$ cat config.mk
export PLATFORM = sky130hd
export DESIGN_NAME = ext_interrupt_priority_unit
export DESIGN_NICKNAME = d
export VERILOG_FILES = /design/src/logic/ext_interrupt_priority_unit.v /design/src/logic/ext_line_detect.v
export VERILOG_INCLUDE_DIRS = /design/src /design/src/include
export SDC_FILE = /design/constraint.sdc
export NUM_CORES = 1
export LEC_CHECK = 0
export CORE_MARGIN = 2
export CORE_UTILIZATION = 25
export DETAILED_ROUTE_END_ITERATION = 10
export DONT_BUFFER_PORTS = 1
export GPL_ROUTABILITY_DRIVEN = 0
export MAX_ROUTING_LAYER = met4
export PLACE_DENSITY_LB_ADDON = 0.15
export SLEW_MARGIN = 20
export SYNTH_ARGS = -nofsm -noshare
export SYNTH_HDL_FRONTEND = slang
export SYNTH_SLANG_ARGS = --single-unit
$ cat constraint.sdc
create_clock -name clk -period 3.75 [get_ports clk]
set_clock_uncertainty 0.05 [all_clocks]
set_input_delay 0.75 -clock clk [delete_from_list [all_inputs] [get_ports clk]]
set_output_delay 0.75 -clock clk [all_outputs]
set_load 0.03 [all_outputs]
$ cat src/include/ext_int_map.vh
// Purpose: Addresses, field positions, reset values and counts for the external interrupt priority unit.
// Assumes: 8-bit special-function bus with byte and bit access.
// Notes: Configuration and timer-control addresses are local choices.
`ifndef EXT_INT_MAP_VH
`define EXT_INT_MAP_VH
`define PRIO_ADDR 8'hB8
`define PRIO_RESET 8'h80
`define PRIO_FIXED_BIT 7
`define CFG_ADDR 8'hE4
`define CFG_RESET 8'h01
`define CFG_A_POL_BIT 3
`define CFG_B_POL_BIT 7
`define CFG_A_PIN_LSB 0
`define CFG_B_PIN_LSB 4
`define TCTL_ADDR 8'h88
`define TCTL_A_TRIG_BIT 0
`define TCTL_A_PEND_BIT 1
`define TCTL_B_TRIG_BIT 2
`define TCTL_B_PEND_BIT 3
`define SRC_COUNT 7
`define SRC_EXT_A 0
`define SRC_EXT_B 2
`define SYNC_STAGES 3
`endif

$ cat src/logic/ext_interrupt_priority_unit.v
// Purpose: Interrupt priority register, external line configuration and priority arbitration.
// Assumes: Core drives sfr_* byte/bit accesses; one access per cycle; core pulses ack and reti.
// Notes: Unused priority bit reads as one; bit writes use sfr_bit_en with sfr_bit_sel.
`timescale 1ns/1ns
`include "ext_int_map.vh"
// Behaviour
// (RULE1) Priority bit 7 always reads one; writes to it are ignored.
// (RULE2) Priority bit 6 sets serial peripheral interrupt low or high.
// (RULE3) Priority bit 5 sets timer C interrupt low or high.
// (RULE4) Priority bit 4 sets asynchronous serial interrupt low or high.
// (RULE5) Priority bit 3 sets timer B interrupt low or high.
// (RULE6) Priority bit 2 sets external line B low or high.
// (RULE7) Priority bit 1 sets timer A interrupt low or high.
// (RULE8) Priority bit 0 sets external line A low or high.
// (RULE9) Priority register at 0xB8, also reachable by single-bit access.
// (RULE10) Polarity bit per line: zero active low, one active high.
// (RULE11) Trigger bit per line: one edge, zero level detection.
// (RULE12) Lines sample their selected pin without disturbing its owner.
// (RULE13) Line A and B pending flags are timer control bits 1 and 3.
// (RULE14) Edge mode pending flag clears when the core vectors there.
// (RULE15) Level mode pending flag follows the active input level.
// (RULE16) Level requester holds input until request is recognised.
// (RULE17) Level requester releases before routine ends, else another request.
// (RULE18) High priority preempts low; low never preempts high.
module ext_interrupt_priority_unit #(
  parameter PINS = 8
) (
  input wire clk,
  input wire sys_rst,
  input wire [7:0] sfr_addr,
  input wire sfr_wr,
  input wire sfr_rd,
  input wire [7:0] sfr_wdata,
  input wire sfr_bit_en,
  input wire [2:0] sfr_bit_sel,
  input wire [PINS-1:0] port_pins,
  input wire [`SRC_COUNT-1:0] periph_req,
  input wire int_ack,
  input wire int_reti,
  output reg [7:0] sfr_rdata,
  output reg int_req,
  output reg [2:0] int_src,
  output reg int_high
);
  reg [7:0] prio_reg;
  reg [7:0] cfg_reg;
  reg a_trig_reg;
  reg b_trig_reg;
  reg in_low_reg;
  reg in_high_reg;
  reg [7:0] rdata_next;
  reg [2:0] pick_src;
  reg pick_valid;
  reg pick_high;
  integer i;
  wire pend_a;
  wire pend_b;
  wire prio_hit;
  wire cfg_hit;
  wire tctl_hit;
  wire [7:0] prio_view;
  wire [7:0] tctl_view;
  wire [`SRC_COUNT-1:0] req_vec;
  wire ack_a;
  wire ack_b;

  // Merge a bit-instruction write into the current byte.
  function [7:0] merge;
    input [7:0] cur;
    input [7:0] wdata;
    input bit_en;
    input [2:0] sel;
    begin
      merge = cur;
      if (bit_en)
        merge[sel] = wdata[0];
      else
        merge = wdata;
    end
  endfunction

  assign prio_hit = (sfr_addr == `PRIO_ADDR); // RULE9
  assign cfg_hit = (sfr_addr == `CFG_ADDR);
  assign tctl_hit = (sfr_addr == `TCTL_ADDR);
  assign prio_view = {1'b1, prio_reg[6:0]}; // RULE1
  assign tctl_view = {4'h0, pend_b, b_trig_reg, pend_a, a_trig_reg}; // RULE13
  assign req_vec = {periph_req[6:3], pend_b, periph_req[1], pend_a};
  assign ack_a = int_ack && int_src == `SRC_EXT_A;
  assign ack_b = int_ack && int_src == `SRC_EXT_B;

  ext_line_detect #(.PINS(PINS)) line_a (
    .clk(clk),
    .sys_rst(sys_rst),
    .port_pins(port_pins),
    .pin_sel(cfg_reg[`CFG_A_PIN_LSB+2:`CFG_A_PIN_LSB]),
    .polarity(cfg_reg[`CFG_A_POL_BIT]),
    .edge_mode(a_trig_reg),
    .vector_ack(ack_a),
    .pend_wr(sfr_wr && tctl_hit && (!sfr_bit_en || sfr_bit_sel == `TCTL_A_PEND_BIT)),
    .pend_wdata(sfr_bit_en ? sfr_wdata[0] : sfr_wdata[`TCTL_A_PEND_BIT]),
    .pending(pend_a)
  );

  ext_line_detect #(.PINS(PINS)) line_b (
    .clk(clk),
    .sys_rst(sys_rst),
    .port_pins(port_pins),
    .pin_sel(cfg_reg[`CFG_B_PIN_LSB+2:`CFG_B_PIN_LSB]),
    .polarity(cfg_reg[`CFG_B_POL_BIT]),
    .edge_mode(b_trig_reg),
    .vector_ack(ack_b),
    .pend_wr(sfr_wr && tctl_hit && (!sfr_bit_en || sfr_bit_sel == `TCTL_B_PEND_BIT)),
    .pend_wdata(sfr_bit_en ? sfr_wdata[0] : sfr_wdata[`TCTL_B_PEND_BIT]),
    .pending(pend_b)
  );

  // Lowest index wins within a level; a high request beats any low one.
  always @* begin
    pick_src = 3'h0;
    pick_valid = 1'b0;
    pick_high = 1'b0;
    for (i = `SRC_COUNT - 1; i >= 0; i = i - 1) begin
      if (req_vec[i] && prio_reg[i]) begin // RULE2 RULE3 RULE4 RULE5 RULE6 RULE7 RULE8
        pick_src = i[2:0];
        pick_valid = 1'b1;
        pick_high = 1'b1;
      end
    end
    if (!pick_valid) begin
      for (i = `SRC_COUNT - 1; i >= 0; i = i - 1) begin
        if (req_vec[i]) begin
          pick_src = i[2:0];
          pick_valid = 1'b1;
        end
      end
    end
    // Nothing preempts a high routine; only high preempts a low one.
    if (in_high_reg || (in_low_reg && !pick_high))
      pick_valid = 1'b0; // RULE18
  end

  always @* begin
    rdata_next = 8'h00;
    if (prio_hit)
      rdata_next = prio_view;
    else if (cfg_hit)
      rdata_next = cfg_reg;
    else if (tctl_hit)
      rdata_next = tctl_view;
  end

  always @(posedge clk) begin
    if (sys_rst) begin
      prio_reg <= `PRIO_RESET;
      cfg_reg <= `CFG_RESET;
      a_trig_reg <= 1'b0;
      b_trig_reg <= 1'b0;
      in_low_reg <= 1'b0;
      in_high_reg <= 1'b0;
      sfr_rdata <= 8'h00;
      int_req <= 1'b0;
      int_src <= 3'h0;
      int_high <= 1'b0;
    end else begin
      if (sfr_wr && prio_hit) begin
        prio_reg <= merge(prio_reg, sfr_wdata, sfr_bit_en, sfr_bit_sel);
        prio_reg[`PRIO_FIXED_BIT] <= 1'b1; // RULE1
      end
      if (sfr_wr && cfg_hit)
        cfg_reg <= merge(cfg_reg, sfr_wdata, sfr_bit_en, sfr_bit_sel);
      if (sfr_wr && tctl_hit) begin
        if (!sfr_bit_en || sfr_bit_sel == `TCTL_A_TRIG_BIT)
          a_trig_reg <= sfr_bit_en ? sfr_wdata[0] : sfr_wdata[`TCTL_A_TRIG_BIT]; // RULE11
        if (!sfr_bit_en || sfr_bit_sel == `TCTL_B_TRIG_BIT)
          b_trig_reg <= sfr_bit_en ? sfr_wdata[0] : sfr_wdata[`TCTL_B_TRIG_BIT];
      end
      if (sfr_rd)
        sfr_rdata <= rdata_next;
      // Nesting depth: entering records the level, return unwinds the innermost.
      if (int_ack && int_req) begin
        if (int_high)
          in_high_reg <= 1'b1;
        else
          in_low_reg <= 1'b1;
      end else if (int_reti) begin
        if (in_high_reg)
          in_high_reg <= 1'b0;
        else
          in_low_reg <= 1'b0;
      end
      // Request drops the cycle after acknowledge so the flag clear is seen.
      int_req <= pick_valid && !int_ack;
      int_src <= pick_src;
      int_high <= pick_high;
    end
  end
endmodule

$ cat src/logic/ext_line_detect.v
// Purpose: One external interrupt line: pin select, synchroniser, polarity, edge or level pending flag.
// Assumes: Pins are asynchronous to clk.
// Notes: The pin bus is only observed, never driven.
`timescale 1ns/1ns
`include "ext_int_map.vh"
module ext_line_detect #(
  parameter PINS = 8
) (
  input wire clk,
  input wire sys_rst,
  input wire [PINS-1:0] port_pins,
  input wire [2:0] pin_sel,
  input wire polarity,
  input wire edge_mode,
  input wire vector_ack,
  input wire pend_wr,
  input wire pend_wdata,
  output wire pending
);
  reg [2:0] sync_reg;
  reg pend_reg;
  reg pend_next;
  reg active_prev_reg;
  wire raw_pin;
  wire settled;
  wire active;
  // Sampling taps the pad regardless of which peripheral owns it.
  assign raw_pin = port_pins[pin_sel]; // RULE12
  assign settled = sync_reg[2];
  // Active level only once stages two and three agree.
  assign active = ((sync_reg[1] == sync_reg[2]) ? settled : active_prev_reg ^ ~polarity) ^ ~polarity; // RULE10
  always @* begin
    pend_next = pend_reg;
    if (edge_mode) begin // RULE11
      if (pend_wr)
        pend_next = pend_wdata;
      if (vector_ack)
        pend_next = 1'b0; // RULE14
      if (active && !active_prev_reg)
        pend_next = 1'b1;
    end else begin
      pend_next = active; // RULE15
    end
  end
  always @(posedge clk) begin
    if (sys_rst) begin
      // Start at the inactive pad level so release of reset is not taken as a request.
      sync_reg <= {3{~polarity}};
      pend_reg <= 1'b0;
      active_prev_reg <= 1'b0;
    end else begin
      sync_reg <= {sync_reg[1:0], raw_pin};
      pend_reg <= pend_next;
      active_prev_reg <= active;
    end
  end
  assign pending = pend_reg;
endmodule

# [Word-level counts from Yosys, hierarchy flattened]
# Index checks and enable logic that the tools add are counted.
# Widths: inputs -> output; s select.
[totals] ff_bits=42 input_bits=41 wordCells=143
[classes] order_cmp=4 eq_ne=14 n_mux=66 bitwise_logic=6 n_reduce_logical=37
[op_table] cell="$mux 3" count=17
[op_table] cell="$mux 1" count=39
[op_table] cell="$eq 8x8->1 const B" count=3
[op_table] cell="$mux 8" count=3
[op_table] cell="$logic_and 1x1->1" count=20
[op_table] cell="$bwmux 8" count=2
[op_table] cell="$lt 3x4->1 const B" count=3
[op_table] cell="$eq 3x2->1 const B" count=3
[op_table] cell="$ne 4x1->1 const B" count=2
[op_table] cell="$mux 7" count=1
[op_table] cell="$bmux 1 s3" count=2
[op_table] cell="$logic_not 3->1" count=2
[op_table] cell="$reduce_and 2->1" count=3
[op_table] cell="$logic_not 1->1" count=5
[op_table] cell="$logic_or 1x1->1" count=5
[op_table] cell="$mux 4" count=1
[op_table] cell="$ne 2x2->1 const B" count=2
[op_table] cell="$xor 1x1->1" count=4
[op_table] cell="$demux 1 s3" count=1
[op_table] cell="$eq 3x1->1 const B" count=1
[op_table] cell="$ge 3x1->1 const B" count=1
[op_table] cell="$reduce_and 3->1" count=1
[op_table] cell="$eq 1x1->1" count=2
[op_table] cell="$ne 2x1->1 const B" count=1
[op_table] cell="2 further kinds" count=3

# [Longest topological paths before layout]
# Gate-level depths: netlist of run 1.
[depth] depth_word=16 ltp_mapped=6

# [Modules after synthesis]
# From an unflattened synthesis of run 1, not the netlist that was laid out.
[unflattened] cells_unflattened=251 hier_area_um2=2307.2
[modules_own_cells] mod="ext_interrupt_priority_unit" n_inst=1 cells_each=199 area_per_inst_um2=1759.2 seq_area_each_um2=640.6
[modules_own_cells] mod="ext_line_detect" n_inst=2 cells_each=26 area_per_inst_um2=274.0 seq_area_each_um2=100.1

# [Least setup slack after synthesis of run 1]
# No wires, ideal clock.
[synth_path] path_type="input-to-reg" startpoint="in sfr_addr[6]" endpoint="reg prio_reg[5]" setup_time_ns=0.079 arrival_ns=2.016 required_ns=3.621 slack_ns=1.605 stages=6 n_path_buf=2 path_cell_list="or3b_1 -> buf_2 -> nor4_4 -> buf_6 -> a21oi_2 -> a211oi_2"
[synth_via] elab_chain_cells=2
[synth_lines] item="start, declared" line_no="ext_interrupt_priority_unit.v:30" text="input wire [7:0] sfr_addr,"
[synth_lines] item="$eq 8x8->1 (no source line)"
[synth_lines] item="$logic_and 1x1->1" line_no="ext_interrupt_priority_unit.v:165" text="if (sfr_wr && prio_hit) begin"
[synth_lines] item="end signal, assigned" line_no="ext_interrupt_priority_unit.v:154" text="prio_reg <= `PRIO_RESET;"
[synth_lines] item="end signal, assigned" line_no="ext_interrupt_priority_unit.v:166" text="prio_reg <= merge(prio_reg, sfr_wdata, sfr_bit_en, sfr_bit_sel);"
[synth_lines] item="end, declared" line_no="ext_interrupt_priority_unit.v:45" text="reg [7:0] prio_reg;"
# No other way between the ends.
# A chain may end at the register's enable or synchronous reset.

# [Worst setup path in the final report of run 1]
[layout_path] startpoint="in sfr_addr[6]" endpoint="reg prio_reg[0]"
# Same word-level chain as after synthesis.

==> results.tsv, run 1 <==
metric	value	unit
run status	finished clean	
wire length on met2	3.04	mm
number of hold violations in the final report	0	
DRC viols	0	
setup repair bufs after CTS	0	
latest clock arrival within the worst-skew pair	300	ps
area of the die	9780	µm²
Hold WC Path Type	reg2reg	
Warnings, synthesis	0	
relative area change from synthesis to final layout	8.17	%
power consumption	0.919	mW
first-pass GRT wire length	10.7	mm
Syn Nets	299	
antenna violations before repair	0	
wire length on met1	3.14	mm
count of buffers inserted at the top-level ports	0	
final net count	293	
final global-route overflow total	0	
post-synth top area share	37.3	%
global routing usage summed across all routing layers	14.6	%
most common flop cell mapped by yosys	sky130_fd_sc_hd__dfxtp_1	
Core Area	8720	µm²
initial drt markers	52	
pin count of the biggest net entering global routing	43	
Seq cells post-synth	42	
Tmin final	2320	ps
ranking of synthesized cells by instance count	sky130_fd_sc_hd__dfxtp_1, sky130_fd_sc_hd__nand2_1, sky130_fd_sc_hd__a21oi_1	
area leader, netlist	sky130_fd_sc_hd__dfxtp_1	
clock sinks	42	
initial standard-cell utilization of the core	25.8	%
startpoint kind of the worst setup timing path	primary input	
data required time at the worst endpoint	3890	ps
final-report max-slew violation count	0	
TritonCTS buffer count	5	
critical setup path kind	in2reg	
leading cell type by number of instances after synthesis	sky130_fd_sc_hd__dfxtp_1	
sequential element share of the synthesized area	37.3	%
cell with the largest stage delay on the worst path	sky130_fd_sc_hd__nor4_4	
final hold slack	390	ps
H-tree depth	2	
data arrival time of the critical path	2470	ps
Clock transition at path regs	80	ps
number of synthesized flops with an enable pin	0	
Filler Cells Inserted	934	
TritonRoute pass-1 iters	4	
clock tree from TritonCTS	yes	
count of vias placed by the detailed router	1895	
cts repair resizes	0	
number of inserted diodes	0	
Die Wd	98.9	µm
setup repair after global routing missed its margin	false	
Die Span Y	98.9	µm
vias per cell	5.26	
Worst Max-Slew Pin Slew	923	ps
worst-case clock buffer depth	2	
Hold Buf Count CTS	0	
top-level I/O count	54	
via count of the first global-routing pass	1903	
DP HPWL	5.05	mm
count of antenna-violating nets left after detailed routing	0	
number of instances in the synthesized netlist	258	
share of cells above drive strength 1	11.9	%
final worst path period share	62.0	%
delay contributed by the slowest stage of the critical path	850	ps
count of max-cap constraint violations	0	
leakage power total	0.826	nW
peak supply drop	0.000124	V
highest metal layer with signal wires	met4	
largest driver fanout on the critical path	14	
number of unique standard cell types used by synthesis	51	
fraction of registers with async set/reset	0	%
Max Freq	0.430	GHz
total negative slack for setup checks	0	ps
met3 wirelength from detailed routing	468	µm
CP Cell Sequence	or3b_1 -> nor4_4 -> a21oi_1 -> a41o_1	
power density normalized to cell area	377	nW/µm²
setup violators final	0	
summed instance area of the synthesized netlist	2250	µm²
DR WL/cell	18.6	µm
cell row count	34	
mean post-synth cell area	8.73	µm²
category of the worst setup path capture point	flop	
worst-case headroom to the max-slew limit	38.0	%
Root Buffer	sky130_fd_sc_hd__clkbuf_8	
cell types occupying the most area after synthesis	sky130_fd_sc_hd__dfxtp_1, sky130_fd_sc_hd__a21oi_1, sky130_fd_sc_hd__nand2_1	
overall routed net length	6.69	mm
## final cells by class
cell class | count | area, µm² | share of cell area [%]
Multi-Input combinational cell | 187 | 1290 | 52.9
Clock inverter | 1 | 30.0 | 1.23
Sequential cell | 42 | 841 | 34.5
Inverter | 16 | 60.1 | 2.47
Tap cell | 108 | 135 | 5.55
Clock buffer | 6 | 82.6 | 3.39
## final timing paths
kind / cells after the start / endpoint / slack (ps) / startpoint
setup reg to reg: 4 / int_src[0] / 1930 / prio_reg[2]
setup / recovery: 4 / prio_reg[0] / 1430 / sfr_addr[6]
hold / removal: 2 / line_a.sync_reg[1] / 390 / line_a.sync_reg[0]
hold reg to reg: 2 / line_a.sync_reg[1] / 390 / line_a.sync_reg[0]
## through the flow
step                cells  worst slack (ps)  utilization [%]  instance area (µm²)
floorplan             258              1600                -                 2250
global placement      353              1120             26.6                 2320
detailed placement    353              1110             26.6                 2320
CTS                   360              1440             27.9                 2440
global route          360              1250             27.9                 2440
finish                360              1430             27.9                 2440
## worst max-delay path, delay by kind of cell
family	cells	cell delay (ps)
compound gates	2	370
simple gates	2	1350
## cells by family after synthesis
kind of cell	share of synthesized area (%)
AO/OA/AOI/OAI	32.5
flip-flops	37.3
AND/OR/NAND/NOR	19.3
multiplexers	5.33
buffers and inverters	5.50
## where the power goes
group          internal [mW]  switching, mW  total [mW]
sequential             0.458         0.0191       0.477
clock                  0.213          0.164       0.377
combinational         0.0292         0.0359      0.0650
total                  0.700          0.219       0.919
## cell usage in the layout (no fill, tap or decap), types with 4 or more instances in the layout
cell	instances
sky130_fd_sc_hd__a311oi_1	6
sky130_fd_sc_hd__a221oi_1	4
sky130_fd_sc_hd__a22o_1	7
sky130_fd_sc_hd__a211oi_1	12
sky130_fd_sc_hd__o21ai_1	4
sky130_fd_sc_hd__o21ai_0	16
sky130_fd_sc_hd__clkbuf_8	6
sky130_fd_sc_hd__a21bo_2	4
sky130_fd_sc_hd__nand2_1	25
sky130_fd_sc_hd__nor3_1	9
sky130_fd_sc_hd__inv_1	15
sky130_fd_sc_hd__dfxtp_1	42
sky130_fd_sc_hd__nor2_1	19
sky130_fd_sc_hd__a21oi_1	20
sky130_fd_sc_hd__mux4_2	4
## metal layers
| metal | global-route usage, % | vias to the layer above |
|---|---|---|
| met5 | - | - |
| met4 | 3.48 | 0 |
| met3 | 4.82 | 4 |
| met2 | 22.6 | 52 |
| met1 | 18.6 | 876 |
| li1 | - | 963 |
(Power assumes the default switching activity.)
==> run 2, diff against run 1 <==
==> constraint.sdc (replaced) <==
create_clock -name clk -period 2.3 [get_ports clk]
set_clock_uncertainty 0.05 [all_clocks]
set_input_delay 0.46 -clock clk [delete_from_list [all_inputs] [get_ports clk]]
set_output_delay 0.46 -clock clk [all_outputs]
set_load 0.03 [all_outputs]
==> run 2 against run 1 <==
  * Non-clock buffer count grew 6
  * Cell count increased by 1.9%
  * Sequential power is 63% higher
  * Critical path type unchanged
  * Largest cell class unchanged
  * Largest power group unchanged
==> results.tsv, run 2 (synthesis gave the netlist of run 1 again) <==
metric	value	unit	change
run status	finished clean		
global routing usage summed across all routing layers	14.6	%	-0.048 points
Clock transition at path regs	90	ps	about the same
Worst Max-Slew Pin Slew	534	ps	-389 ps
count of antenna-violating nets left after detailed routing	0		unchanged
worst-case setup margin in the final layout	672	ps	-754 ps
count of max-cap constraint violations	0		unchanged
setup repair bufs after CTS	0		unchanged
cell with the largest stage delay on the worst path	sky130_fd_sc_hd__and3_1		
TritonRoute pass-1 iters	4		unchanged
worst-case headroom to the max-slew limit	64.1	%	+26 points
power density normalized to cell area	571	nW/µm²	+51%
Buf+Inv Stages, Crit Path	1		+1
DP HPWL	5.11	mm	+1.1%
largest delay contributor family on the critical path	simple AND/OR/NAND/NOR gates		
CP Cell Sequence	and4b_1 -> and3_1 -> buf_4 -> a21oi_1 -> a211oi_1		
count of buffers inserted at the top-level ports	0		unchanged
terminus of the critical flop-to-flop path	int_src[0]		
leakage power total	0.847	nW	+2.5%
antenna violations before repair	0		unchanged
reg-to-reg setup timing slack	710	ps	-1220 ps
largest driver fanout on the critical path	11		-3
Hold Path Cell Cnt	1		-1
total negative slack for setup checks	0	ps	unchanged
overall routed net length	6.61	mm	-1.2%
setup violators final	0		unchanged
Die Span Y	98.9	µm	unchanged
data arrival time of the critical path	1800	ps	-670 ps
latest clock arrival within the worst-skew pair	300	ps	about the same
Placement Cell Area	2370	µm²	+1.9%
Hold WC Path Type	in2reg		
startpoint kind of the worst setup timing path	primary input		
Core Area	8720	µm²	unchanged
DR WL/cell	18.0	µm	-3.1%
startpoint of the worst register-to-register path	prio_reg[2]		
initial drt markers	82		+58%
Hold Startpoint	sys_rst		
TritonCTS buffer count	5		unchanged
Max Freq	0.614	GHz	
DRC viols	0		unchanged
first-pass GRT wire length	10.9	mm	+1.3%
cell row count	34		unchanged
data required time at the worst endpoint	2470	ps	-1420 ps
H-tree depth	2		unchanged
Die Wd	98.9	µm	unchanged
commonest non-fill, non-tap cell in the layout	sky130_fd_sc_hd__dfxtp_1		
peak supply drop	0.000211	V	+70%
final net count	299		+2.0%
initial standard-cell utilization of the core	25.8	%	unchanged
number of hold violations in the final report	0		unchanged
endpoint with the worst hold slack	sfr_rdata[6]		
Root Buffer	sky130_fd_sc_hd__clkbuf_8		
number of inserted diodes	0		unchanged
area of the die	9780	µm²	unchanged
delay contributed by the slowest stage of the critical path	480	ps	-370 ps
top-level I/O count	54		unchanged
Hold Buf Count CTS	0		unchanged
final global-route overflow total	0		unchanged
cts repair resizes	0		unchanged
count of vias placed by the detailed router	1980		+4.5%
relative area change from synthesis to final layout	9.39	%	
setup repair after global routing missed its margin	false		
clock sinks	42		unchanged
worst-case clock buffer depth	2		unchanged
final worst path period share	70.8	%	
clock tree from TritonCTS	yes		
final-report max-slew violation count	0		unchanged
share of cells above drive strength 1	14.3	%	+2.4 points
pin count of the biggest net entering global routing	43		unchanged
Tmin final	1630	ps	
fin area	2460	µm²	+1.1%
worst r2r path cells	4		unchanged
via count of the first global-routing pass	1982		+4.2%
Crit path depth	5		+1
vias per cell	5.40		+2.5%
leading cell types in the layout, fill and taps excluded	sky130_fd_sc_hd__dfxtp_1, sky130_fd_sc_hd__nand2_1, sky130_fd_sc_hd__a21oi_1, sky130_fd_sc_hd__nor2_1, sky130_fd_sc_hd__o21ai_0		
critical setup path kind	in2reg		
Setup WS pre-CTS	352	ps	-754 ps
category of the worst setup path capture point	flop		
-- run 2: through the flow --
stage                     cells  power, mW  utilization, %  hold WS [ps]
after floorplan             258      0.892               -           365
final                       367       1.41            28.2           178
after CTS                   367       1.43            28.2           155
after global routing        367       1.47            28.2           161
after global placement      359      0.905            27.2           373
after detailed placement    359      0.905            27.2           380
-- run 2: worst max-delay path by stage --
stage                       end        start  slack [ps]
detailed placement  prio_reg[0]  sfr_addr[6]         350
global route         cfg_reg[5]  sfr_addr[3]         520
global placement    prio_reg[0]  sfr_addr[6]         330
finish               cfg_reg[6]  sfr_addr[3]         670
CTS                 prio_reg[0]  sfr_addr[6]         670
floorplan           prio_reg[5]  sfr_addr[6]         440
-- run 2: area by class of cell --
cell class / count / area (µm²)
multi-input cells: 187 / 1290
fillers: 929 / 6260
flip-flops and latches: 42 / 841
repair buffers: 6 / 45.0
inverters: 16 / 60.1
clock buffers: 6 / 82.6
clock inverters: 2 / 12.5
well taps: 108 / 135
-- run 2: report_power, final --
group,leakage (nW),internal [mW],switching [mW]
Combinational,0.457,0.0501,0.0583
Clock,0.0472,0.242,0.278
Sequential,0.343,0.746,0.0318
Total,0.847,1.04,0.369
-- run 2: routing by layer --
layer / vias to the layer above / routed length [µm] / GRT usage (%)
met1: 946 / 3200 / 19.4
met3: 7 / 314 / 3.33
met5: - / 0 / -
met2: 39 / 3030 / 22.2
li1: 988 / - / -
met4: 0 / 73 / 4.11
